### src/sbr_pkg.sv
package sbr_pkg;

    // register byte offsets on the AXI4-Lite slave
    localparam int SBR_AW = 5;
    localparam logic [SBR_AW-1:0] SBR_CTRL_OFS = 5'h00;
    localparam logic [SBR_AW-1:0] SBR_PORT_OFS = 5'h04;
    localparam logic [SBR_AW-1:0] SBR_BAUD_OFS = 5'h08;
    localparam logic [SBR_AW-1:0] SBR_TXD_OFS = 5'h0C;
    localparam logic [SBR_AW-1:0] SBR_RXD_OFS = 5'h10;
    localparam logic [SBR_AW-1:0] SBR_STAT_OFS = 5'h14;
    localparam logic [SBR_AW-1:0] SBR_CLR_OFS = 5'h18;
    localparam logic [SBR_AW-1:0] SBR_IEN_OFS = 5'h1C;

    // control register fields
    localparam int SBR_C_TE = 0;
    localparam int SBR_C_RE = 1;
    localparam int SBR_C_SYNC = 2;
    localparam int SBR_C_PAR_EN = 3;
    localparam int SBR_C_PAR_ODD = 4;
    localparam int SBR_C_STOP2 = 5;
    localparam int SBR_C_DATA7 = 6;
    localparam int SBR_C_RIE = 7;
    // port register fields
    localparam int SBR_P_DIR = 0;
    localparam int SBR_P_DATA = 1;
    // status / clear / enable fields
    localparam int SBR_S_TX_DATA_EMPTY_FLAG = 0;
    localparam int SBR_S_RX_DATA_FULL_FLAG = 1;
    localparam int SBR_S_OER = 2;
    localparam int SBR_S_FER = 3;
    localparam int SBR_S_PER = 4;
    localparam int SBR_S_RXPIN = 5;
    localparam int SBR_S_TXBUSY = 6;

    // reset values
    localparam logic [7:0] SBR_CTRL_RST = 8'h00;
    localparam logic [4:0] SBR_FLAGS_RST = 5'h01;
    localparam logic [15:0] SBR_BAUD_RST = 16'h0000;

    // sampling timing in basic-clock pulses
    localparam int SBR_OVERSAMPLE = 16;
    localparam logic [3:0] SBR_SAMPLE_POINT = 4'h7;
    localparam logic [3:0] SBR_BIT_LAST = 4'hF;
    localparam logic [3:0] SBR_SYNC_BITS = 4'h8;

    localparam logic [1:0] SBR_OKAY = 2'b00;
    localparam logic [1:0] SBR_SLVERR = 2'b10;

    typedef enum logic [3:0] {
        SBR_SEL_CTRL, SBR_SEL_PORT, SBR_SEL_BAUD, SBR_SEL_TXD,
        SBR_SEL_RXD, SBR_SEL_STAT, SBR_SEL_CLR, SBR_SEL_IEN, SBR_SEL_NONE
    } sbr_sel_t;

    typedef struct packed {
        logic data7;
        logic parity_en;
        logic parity_odd;
        logic stop2;
    } sbr_frame_cfg_t;

    typedef struct packed {
        logic [7:0] data;
        logic parity_ok;
        logic stop_ok;
    } sbr_rx_frame_t;

    // start + data + optional parity + stop bits, 9 to 12
    function automatic logic [3:0] sbr_frame_len(input sbr_frame_cfg_t c);
        logic [3:0] n;
        n = c.data7 ? 4'h9 : 4'hA;
        n = n + {3'b000, c.parity_en} + {3'b000, c.stop2};
        return n;
    endfunction

    function automatic logic [31:0] sbr_merge(input logic [31:0] old,
                                              input logic [31:0] data,
                                              input logic [3:0] strb);
        logic [31:0] m;
        m = {{8{strb[3]}}, {8{strb[2]}}, {8{strb[1]}}, {8{strb[0]}}};
        return (old & ~m) | (data & m);
    endfunction

endpackage

### src/sbr_uart.sv
// Functional notes
// - all-low frame sets framing error flag
// - receiver keeps running through a break
// - software reads receive pin level directly
// - transmit disabled: pin follows port registers
// - direction and data high hold mark
// - disabling transmit resets transmitter immediately
// - sync mode: errors block transmit start
// - receive disable keeps error flags
// - receiver runs on sixteen-times basic clock
// - start falling edge detected on basic clock
// - bits latched at eighth basic pulse
// - async frames of 9 to 12 bits, sync mode sends 8 bits
// - error flags set block further reception
// - receive error interrupt when enabled
`timescale 1ns/1ps
`default_nettype none

module sbr_uart
    import sbr_pkg::*;
#(
    parameter int DIV_W = 16
) (
    // clock, reset, clock enable
    input wire logic aclk,
    input wire logic aresetn,
    input wire logic ce,
    // AXI4-Lite write address
    input wire logic awvalid,
    output logic awready,
    input wire logic [SBR_AW-1:0] awaddr,
    input wire logic [2:0] awprot,
    // AXI4-Lite write data
    input wire logic wvalid,
    output logic wready,
    input wire logic [31:0] wdata,
    input wire logic [3:0] wstrb,
    // AXI4-Lite write response
    output logic bvalid,
    input wire logic bready,
    output logic [1:0] bresp,
    // AXI4-Lite read address
    input wire logic arvalid,
    output logic arready,
    input wire logic [SBR_AW-1:0] araddr,
    input wire logic [2:0] arprot,
    // AXI4-Lite read data
    output logic rvalid,
    input wire logic rready,
    output logic [31:0] rdata,
    output logic [1:0] rresp,
    // serial pins
    input wire logic rxd_pin,
    output logic txd_out,
    output logic txd_oe,
    output logic sck_out,
    // interrupts
    output logic irq,
    output logic rx_error_irq
);

    if (DIV_W < 1 || DIV_W > 16) begin : g_chk
        $error("sbr_uart: DIV_W must be 1 to 16");
    end

    typedef struct packed {
        logic [7:0] ctrl;
        logic port_direction_reg;
        logic port_data_reg;
        logic [DIV_W-1:0] baud;
        logic [7:0] txdata;
        logic [7:0] rxdata;
        logic [4:0] flags;
        logic [4:0] irq_en;
        logic [DIV_W-1:0] div_cnt;
        logic tick;
        logic tx_busy;
        logic [3:0] tx_cnt;
        logic [3:0] tx_left;
        logic [11:0] tx_shift;
        logic txd_out;
        logic txd_oe;
        logic sck_out;
        logic rx_meta;
        logic rx_sync;
        logic awready;
        logic wready;
        logic aw_got;
        logic w_got;
        logic [SBR_AW-1:0] awaddr;
        logic [31:0] wdata;
        logic [3:0] wstrb;
        logic bvalid;
        logic [1:0] bresp;
        logic arready;
        logic rvalid;
        logic [1:0] rresp;
        logic [31:0] rdata;
        logic irq;
        logic rx_error_irq;
    } sbr_state_t;

    sbr_state_t s;
    sbr_state_t next_s;
    sbr_frame_cfg_t cfg;
    sbr_rx_frame_t rx_frame;
    logic rx_done;
    logic err;
    logic sync_mode;
    logic tx_start;
    logic [11:0] tx_frame;
    logic [3:0] nd;
    logic [31:0] merged;
    logic [7:0] status;
    sbr_sel_t wsel;
    sbr_sel_t rsel;

    function automatic sbr_sel_t sbr_decode(input logic [SBR_AW-1:0] a);
        if (a == SBR_CTRL_OFS) begin
            return SBR_SEL_CTRL;
        end else if (a == SBR_PORT_OFS) begin
            return SBR_SEL_PORT;
        end else if (a == SBR_BAUD_OFS) begin
            return SBR_SEL_BAUD;
        end else if (a == SBR_TXD_OFS) begin
            return SBR_SEL_TXD;
        end else if (a == SBR_RXD_OFS) begin
            return SBR_SEL_RXD;
        end else if (a == SBR_STAT_OFS) begin
            return SBR_SEL_STAT;
        end else if (a == SBR_CLR_OFS) begin
            return SBR_SEL_CLR;
        end else if (a == SBR_IEN_OFS) begin
            return SBR_SEL_IEN;
        end else begin
            return SBR_SEL_NONE;
        end
    endfunction

    assign cfg = '{data7: s.ctrl[SBR_C_DATA7], parity_en: s.ctrl[SBR_C_PAR_EN],
                   parity_odd: s.ctrl[SBR_C_PAR_ODD], stop2: s.ctrl[SBR_C_STOP2]};

    sbr_rx_sampler u_rx (
        .aclk(aclk),
        .aresetn(aresetn),
        .ce(ce),
        .enable(s.ctrl[SBR_C_RE]),
        .tick(s.tick),
        .cfg(cfg),
        .rxd(s.rx_sync),
        .done(rx_done),
        .frame(rx_frame)
    );

    assign awready = s.awready;
    assign wready = s.wready;
    assign bvalid = s.bvalid;
    assign bresp = s.bresp;
    assign arready = s.arready;
    assign rvalid = s.rvalid;
    assign rdata = s.rdata;
    assign rresp = s.rresp;
    assign txd_out = s.txd_out;
    assign txd_oe = s.txd_oe;
    assign sck_out = s.sck_out;
    assign irq = s.irq;
    assign rx_error_irq = s.rx_error_irq;

    always_comb begin
        next_s = s;
        sync_mode = s.ctrl[SBR_C_SYNC];
        err = s.flags[SBR_S_OER] | s.flags[SBR_S_FER] | s.flags[SBR_S_PER];
        status = {1'b0, s.tx_busy, s.rx_sync, s.flags};
        wsel = sbr_decode(s.awaddr);
        rsel = sbr_decode(araddr);
        merged = 32'h0000_0000;

        // pin synchroniser: only the second stage is looked at
        next_s.rx_meta = rxd_pin;
        next_s.rx_sync = s.rx_meta;

        // basic clock: one tick per (baud + 1) cycles, sixteen per bit
        next_s.tick = 1'b0;
        if (s.div_cnt >= s.baud) begin
            next_s.div_cnt = '0;
            next_s.tick = 1'b1;
        end else begin
            next_s.div_cnt = s.div_cnt + 1'b1;
        end

        // write channel: address and data in either order
        if (awvalid && s.awready) begin
            next_s.aw_got = 1'b1;
            next_s.awready = 1'b0;
            next_s.awaddr = awaddr;
        end
        if (wvalid && s.wready) begin
            next_s.w_got = 1'b1;
            next_s.wready = 1'b0;
            next_s.wdata = wdata;
            next_s.wstrb = wstrb;
        end
        if (s.aw_got && s.w_got && !s.bvalid) begin
            next_s.aw_got = 1'b0;
            next_s.w_got = 1'b0;
            next_s.bvalid = 1'b1;
            next_s.bresp = SBR_OKAY;
            if (wsel == SBR_SEL_CTRL) begin
                merged = sbr_merge({24'h00_0000, s.ctrl}, s.wdata, s.wstrb);
                next_s.ctrl = merged[7:0];
            end else if (wsel == SBR_SEL_PORT) begin
                if (s.wstrb[0]) begin
                    next_s.port_direction_reg = s.wdata[SBR_P_DIR];
                    next_s.port_data_reg = s.wdata[SBR_P_DATA];
                end
            end else if (wsel == SBR_SEL_BAUD) begin
                merged = sbr_merge(32'(s.baud), s.wdata, s.wstrb);
                next_s.baud = merged[DIV_W-1:0];
            end else if (wsel == SBR_SEL_TXD) begin
                if (s.wstrb[0]) begin
                    next_s.txdata = s.wdata[7:0];
                    next_s.flags[SBR_S_TX_DATA_EMPTY_FLAG] = 1'b0;
                end
            end else if (wsel == SBR_SEL_CLR) begin
                // data-empty is not software-clearable here
                if (s.wstrb[0]) begin
                    next_s.flags[4:1] = s.flags[4:1] & ~s.wdata[4:1];
                end
            end else if (wsel == SBR_SEL_IEN) begin
                if (s.wstrb[0]) begin
                    next_s.irq_en = s.wdata[4:0];
                end
            end else if (wsel == SBR_SEL_NONE) begin
                next_s.bresp = SBR_SLVERR;
            end
        end
        if (s.bvalid && bready) begin
            next_s.bvalid = 1'b0;
            next_s.awready = 1'b1;
            next_s.wready = 1'b1;
        end

        // read channel
        if (arvalid && s.arready) begin
            next_s.arready = 1'b0;
            next_s.rvalid = 1'b1;
            next_s.rresp = SBR_OKAY;
            next_s.rdata = 32'h0000_0000;
            if (rsel == SBR_SEL_CTRL) begin
                next_s.rdata[7:0] = s.ctrl;
            end else if (rsel == SBR_SEL_PORT) begin
                next_s.rdata[SBR_P_DIR] = s.port_direction_reg;
                next_s.rdata[SBR_P_DATA] = s.port_data_reg;
            end else if (rsel == SBR_SEL_BAUD) begin
                next_s.rdata = 32'(s.baud);
            end else if (rsel == SBR_SEL_TXD) begin
                next_s.rdata[7:0] = s.txdata;
            end else if (rsel == SBR_SEL_RXD) begin
                next_s.rdata[7:0] = s.rxdata;
            end else if (rsel == SBR_SEL_STAT) begin
                next_s.rdata[7:0] = status;
            end else if (rsel == SBR_SEL_IEN) begin
                next_s.rdata[4:0] = s.irq_en;
            end else if (rsel == SBR_SEL_NONE) begin
                next_s.rresp = SBR_SLVERR;
            end
        end
        if (s.rvalid && rready) begin
            next_s.rvalid = 1'b0;
            next_s.arready = 1'b1;
        end

        // receive completion; applied after the clear so a set wins
        if (rx_done && s.ctrl[SBR_C_RE] && !err) begin
            if (s.flags[SBR_S_RX_DATA_FULL_FLAG]) begin
                next_s.flags[SBR_S_OER] = 1'b1;
            end else begin
                next_s.rxdata = rx_frame.data;
                next_s.flags[SBR_S_RX_DATA_FULL_FLAG] = 1'b1;
                if (!rx_frame.stop_ok) begin
                    next_s.flags[SBR_S_FER] = 1'b1;
                end
                if (cfg.parity_en && !rx_frame.parity_ok) begin
                    next_s.flags[SBR_S_PER] = 1'b1;
                end
            end
        end

        // transmitter: frame image, bit 0 shifted out first
        nd = cfg.data7 ? 4'h7 : 4'h8;
        tx_frame = 12'hFFF;
        if (sync_mode) begin
            tx_frame[7:0] = s.txdata;
        end else begin
            tx_frame[0] = 1'b0;
            for (int i = 0; i < 8; i++) begin
                if (4'(i) < nd) begin
                    tx_frame[i + 1] = s.txdata[i];
                end
            end
            if (cfg.parity_en) begin
                tx_frame[nd + 4'h1] = (^(s.txdata & {~cfg.data7, 7'h7F})) ^ cfg.parity_odd;
            end
        end
        tx_start = s.ctrl[SBR_C_TE] && !s.tx_busy && !s.flags[SBR_S_TX_DATA_EMPTY_FLAG] &&
                   !(sync_mode && err);

        if (!s.ctrl[SBR_C_TE]) begin
            // drop any frame in flight at once
            next_s.tx_busy = 1'b0;
            next_s.tx_cnt = 4'h0;
            next_s.tx_left = 4'h0;
            next_s.tx_shift = 12'hFFF;
        end else if (tx_start) begin
            next_s.tx_busy = 1'b1;
            next_s.tx_cnt = 4'h0;
            next_s.tx_shift = tx_frame;
            next_s.tx_left = sync_mode ? SBR_SYNC_BITS : sbr_frame_len(cfg);
            next_s.flags[SBR_S_TX_DATA_EMPTY_FLAG] = 1'b1;
        end else if (s.tx_busy && s.tick) begin
            next_s.tx_cnt = s.tx_cnt + 4'h1;
            if (s.tx_cnt == SBR_BIT_LAST) begin
                next_s.tx_shift = {1'b1, s.tx_shift[11:1]};
                next_s.tx_left = s.tx_left - 4'h1;
                if (s.tx_left == 4'h1) begin
                    next_s.tx_busy = 1'b0;
                end
            end
        end

        // pin drive is registered so the pin never glitches
        if (next_s.ctrl[SBR_C_TE]) begin
            next_s.txd_oe = 1'b1;
            next_s.txd_out = next_s.tx_busy ? next_s.tx_shift[0] : 1'b1;
        end else begin
            next_s.txd_oe = next_s.port_direction_reg;
            next_s.txd_out = next_s.port_data_reg;
        end
        // clock out: low in first half of each bit, idle high
        next_s.sck_out = !(next_s.ctrl[SBR_C_TE] && next_s.ctrl[SBR_C_SYNC] &&
                           next_s.tx_busy && !next_s.tx_cnt[3]);

        next_s.irq = |(next_s.flags & next_s.irq_en);
        next_s.rx_error_irq = next_s.ctrl[SBR_C_RIE] &&
            (next_s.flags[SBR_S_OER] | next_s.flags[SBR_S_FER] |
             next_s.flags[SBR_S_PER]);
    end

    always_ff @(posedge aclk) begin
        if (!aresetn) begin
            s <= '0;
            s.ctrl <= SBR_CTRL_RST;
            s.baud <= SBR_BAUD_RST[DIV_W-1:0];
            s.flags <= SBR_FLAGS_RST;
            s.tx_shift <= 12'hFFF;
            s.rx_meta <= 1'b1;
            s.rx_sync <= 1'b1;
            s.sck_out <= 1'b1;
            s.awready <= 1'b1;
            s.wready <= 1'b1;
            s.arready <= 1'b1;
        end else if (ce) begin
            s <= next_s;
        end
    end

endmodule

`default_nettype wire

### src/sbr_rx_sampler.sv
`timescale 1ns/1ps
`default_nettype none

module sbr_rx_sampler
    import sbr_pkg::*;
(
    // clock and reset
    input wire logic aclk,
    input wire logic aresetn,
    input wire logic ce,
    // control
    input wire logic enable,
    input wire logic tick,
    input wire sbr_frame_cfg_t cfg,
    // synchronised line level
    input wire logic rxd,
    // frame result
    output logic done,
    output sbr_rx_frame_t frame
);

    typedef enum logic {RX_IDLE, RX_RUN} sbr_rx_st_t;

    typedef struct packed {
        sbr_rx_st_t st;
        logic [3:0] cnt;
        logic [3:0] bit_idx;
        logic [11:0] shift;
        logic last_rx;
        logic done;
        sbr_rx_frame_t frame;
    } sbr_rx_state_t;

    sbr_rx_state_t s;
    sbr_rx_state_t next_s;
    logic [11:0] bits;
    logic [3:0] len;
    logic [3:0] pidx;
    logic [3:0] sidx;

    assign done = s.done;
    assign frame = s.frame;

    always_comb begin
        next_s = s;
        next_s.done = 1'b0;
        bits = s.shift;
        bits[s.bit_idx] = rxd;
        len = sbr_frame_len(cfg);
        pidx = cfg.data7 ? 4'h8 : 4'h9;
        sidx = pidx + {3'b000, cfg.parity_en};
        if (!enable) begin
            next_s.st = RX_IDLE;
            next_s.cnt = 4'h0;
            next_s.bit_idx = 4'h0;
            next_s.last_rx = 1'b1;
        end else if (tick) begin
            next_s.last_rx = rxd;
            case (s.st)
                RX_IDLE: begin
                    if (s.last_rx && !rxd) begin
                        next_s.st = RX_RUN;
                        next_s.cnt = 4'h0;
                        next_s.bit_idx = 4'h0;
                    end
                end
                RX_RUN: begin
                    next_s.cnt = s.cnt + 4'h1;
                    if (s.cnt == SBR_SAMPLE_POINT) begin
                        next_s.shift = bits;
                        next_s.bit_idx = s.bit_idx + 4'h1;
                        if (s.bit_idx == 4'h0 && rxd) begin
                            // high at mid start bit: a glitch, not a start
                            next_s.st = RX_IDLE;
                        end else if (s.bit_idx == len - 4'h1) begin
                            next_s.done = 1'b1;
                            next_s.bit_idx = 4'h0;
                            next_s.frame.data = cfg.data7 ? {1'b0, bits[7:1]} : bits[8:1];
                            next_s.frame.parity_ok =
                                ((^next_s.frame.data) ^ bits[pidx]) == cfg.parity_odd;
                            next_s.frame.stop_ok = bits[sidx];
                            // line still low: next frame follows at once, so a
                            // break keeps producing framing errors
                            if (rxd) begin
                                next_s.st = RX_IDLE;
                            end
                        end
                    end
                end
                default: next_s.st = RX_IDLE;
            endcase
        end
    end

    always_ff @(posedge aclk) begin
        if (!aresetn) begin
            s <= '0;
            s.last_rx <= 1'b1;
        end else if (ce) begin
            s <= next_s;
        end
    end

endmodule

`default_nettype wire

### config.mk
export PLATFORM = sky130hd
export DESIGN_NAME = sbr_uart
export DESIGN_NICKNAME = d
export VERILOG_FILES = /design/src/sbr_pkg.sv /design/src/sbr_uart.sv /design/src/sbr_rx_sampler.sv
export SDC_FILE = /design/constraint.sdc
export NUM_CORES = 1
export LEC_CHECK = 0
export ABC_AREA = 1
export BUFFER_PORTS_ARGS = -buffer_cell sky130_fd_sc_hd__buf_2
export CORE_ASPECT_RATIO = 0.6
export CORE_MARGIN = 4
export CORE_UTILIZATION = 40
export DETAILED_ROUTE_END_ITERATION = 10
export PLACE_DENSITY = 0.57
export SYNTH_ARGS = -nofsm -noshare
export SYNTH_HDL_FRONTEND = slang
export SYNTH_SLANG_ARGS = --single-unit
### constraint.sdc
create_clock -name aclk -period 2.8 [get_ports aclk]
set_input_delay 0.14 -clock aclk [delete_from_list [all_inputs] [get_ports aclk]]
set_output_delay 0.14 -clock aclk [all_outputs]
set_load 0.03 [all_outputs]
==> results.sh <==
export IMPL_fp_dieArea_sq_um=25400
export IMPL_dp_cells=1576
export IMPL_crit_required_ps=3170
export IMPL_portBuffers=64
export IMPL_wl_per_cell_um=16.1
export IMPL_die_w_um=203
export IMPL_reg2reg_slack_ps=210
export IMPL_slowest_stage="fa_1"
export IMPL_max_freq_mhz=386
export IMPL_power_density_nw_per_um2=518
export IMPL_power_leakage_nw=4.35
export IMPL_wirelength_um=26300
export IMPL_dieHeight_um=125
export IMPL_final_util=0.466
export IMPL_yosysWarnings=0
export IMPL_hold_path_startpoint="wdata[0]"
export IMPL_min_path_type="in2reg"
export IMPL_path_cells="fa_1, ha_1, inv_1, ha_1, xnor2_2, xor2_2, nand4_2, inv_2, nand2_4, inv_2, o21ai_0, a21oi_2"
export IMPL_numCtsBuffers=17
export IMPL_dp_hpwl_um=19500
export IMPL_num_io_pins=107
export IMPL_worstMarginPinSlew_ps=732
export IMPL_root_buffer="clkbuf_16"
export IMPL_dr_pass1_iters=5
export IMPL_hold_path_depth=3
export IMPL_slowest_delay_ps=460
export IMPL_final_common_cell="nand2_1"
export IMPL_gp_congestion=0.907
export IMPL_drt_initial_drc_count=724
export IMPL_hold_path_endpoint="s[45]"
export IMPL_final_nets=1409
export IMPL_p_total_mw=5.36
export IMPL_htree_num_levels=4
export IMPL_slew_headroom=0.511
export IMPL_holdWs_ps=27.9
export IMPL_fin_crit_ps=2590
export IMPL_start_util=0.411
export IMPL_finalHoldViolations=0
export IMPL_fillers=2242
export IMPL_tns_ps=0
export IMPL_critPathArrivalTime_ps=2960
export IMPL_finalSetupViolCount=0
export IMPL_yosys_register_bits=177
export IMPL_grt_max_degree=53
export IMPL_grt_setup_unrepaired="no"
export IMPL_ys_flop_type="dfxtp_1"
export IMPL_grt_usage=0.208
export IMPL_grt_pass1_wl_um=42100
export IMPL_drive_gt1_frac=0.127
export IMPL_finish_cell_count_without_fillers=1635
export IMPL_slew_viol_final=0
export IMPL_ir_drop_v=0.000368
export IMPL_synthCells=1257
export IMPL_ant_nets=0
export IMPL_criticalPathCategory="reg2reg"
export IMPL_cts_tree="yes"
export IMPL_end_kind="register"
export IMPL_syn_area_per_cell_sq_um=7.26
export IMPL_clk_latency_ps=440
export IMPL_syn_area_sq_um=9130
export IMPL_skew_ps=6.75
export IMPL_final_cell_mix="nand2_1, dfxtp_1, a21oi_1"
export IMPL_cts_setup_buffers=0
export IMPL_min_period_over_period=0.925
export IMPL_vias=8249
export IMPL_yosysUniqueCellTypes=53
export IMPL_timing_rr_end="u_rx.frame[1]"
export IMPL_grt_pass1_vias=7502
export IMPL_cts_buffer_depth=2
export IMPL_drc=0
export IMPL_ys_seq_area_frac=0.388
export IMPL_drv_cap=0
export IMPL_async_flop_share=0
export IMPL_rows=42
export IMPL_r2r_cells=12
export IMPL_cp_start_kind="register"
export IMPL_clkSlewWorstSetupHoldPaths_ps=70
export IMPL_core_sq_um=22200
export IMPL_antenna_found_initial=0
export IMPL_crit_fanout=16
export IMPL_grt_ovfl_total=0
export IMPL_synth_edf_count=0
export IMPL_antenna_cells=0
export IMPL_vias_per_cell=5.05
export IMPL_clock_sinks=177
export IMPL_status="completed"
export IMPL_areaGrowthSynthToFinish_pct=13.4
Yosys cell counts, types with 13 or more instances:
master,n,area share
dfxtp_1,177,0.39
buf_4,39,0.032
o21ai_0,119,0.065
inv_1,130,0.053
nand3_1,85,0.047
xor2_1,14,0.013
inv_2,15,0.0062
o211ai_1,13,0.011
ha_1,30,0.041
a21oi_1,140,0.077
nor2_1,104,0.043
clkbuf_1,31,0.013
nand2_1,228,0.094
cell families after synthesis:
logic type / after synthesis / share of synthesized area
fa+ha+maj: 32 / 0.0455
compound gates: 320 / 0.198
buf+inv: 233 / 0.118
other cells: 1 / 0.000411
xor+xnor: 21 / 0.0210
simple gates: 473 / 0.229
flops: 177 / 0.388
repair_timing:
action	in CTS	in global routing
hold endpoints to repair	29	0
endpoints found under the setup margin	0	3
hold buffers	29	0
gates resized for setup	0	1
routing by layer:
layer / global-route usage / wire [um]
met2: 0.252 / 8990
met4: 0.0380 / 197
met3: 0.0593 / 2240
met1: 0.352 / 14900
met5: 0 / 0
worst max-delay path, delay by kind of cell (launching register included):
family	cells	cell delay (ps)
simple gates	2	290
fa+ha+maj	3	960
buf+inv	3	290
flops	1	360
xor+xnor	2	380
compound gates	2	230
worst max-delay path by stage:
| stage | slack [ps] | start | to | cells after the start |
|---|---|---|---|---|
| finish | 210 | register | u_rx.frame[1] | 12 |
| global route | 0.4 | register | u_rx.frame[1] | 12 |
| CTS | 160 | register | u_rx.frame[1] | 12 |
| detailed placement | 190 | register | u_rx.frame[1] | 12 |
| global placement | 240 | register | u_rx.frame[1] | 12 |
| floorplan | 400 | register | u_rx.frame[8] | 12 |
where the power goes:
| part | switching, mW | leakage [nW] | internal [mW] |
|---|---|---|---|
| clock | 1.02 | 0.260 | 1.25 |
| sequential | 0.0622 | 1.44 | 2.58 |
| combinational | 0.304 | 2.65 | 0.144 |
cell type report:
type	instances	area, sq um	area share
inverter	147	552	0.0533
clock inverter	10	88.8	0.00858
multi-input combinational	864	4580	0.443
timing repair buffer	109	743	0.0718
clock buffer	20	457	0.0441
tap	308	385	0.0372
sequential	177	3540	0.342
per-stage QoR:
| stage | area (sq um) | worst slack, ps |
|---|---|---|
| 6_report | 10400 | 211 |
| 5_1_grt | 10400 | 0.387 |
| 4_1_cts | 10300 | 161 |
| 3_5_place_dp | 9510 | 195 |
| 3_3_place_gp | 9510 | 239 |
| 2_1_floorplan | 9200 | 402 |
Note: power is estimated with default switching activity, not from simulation.
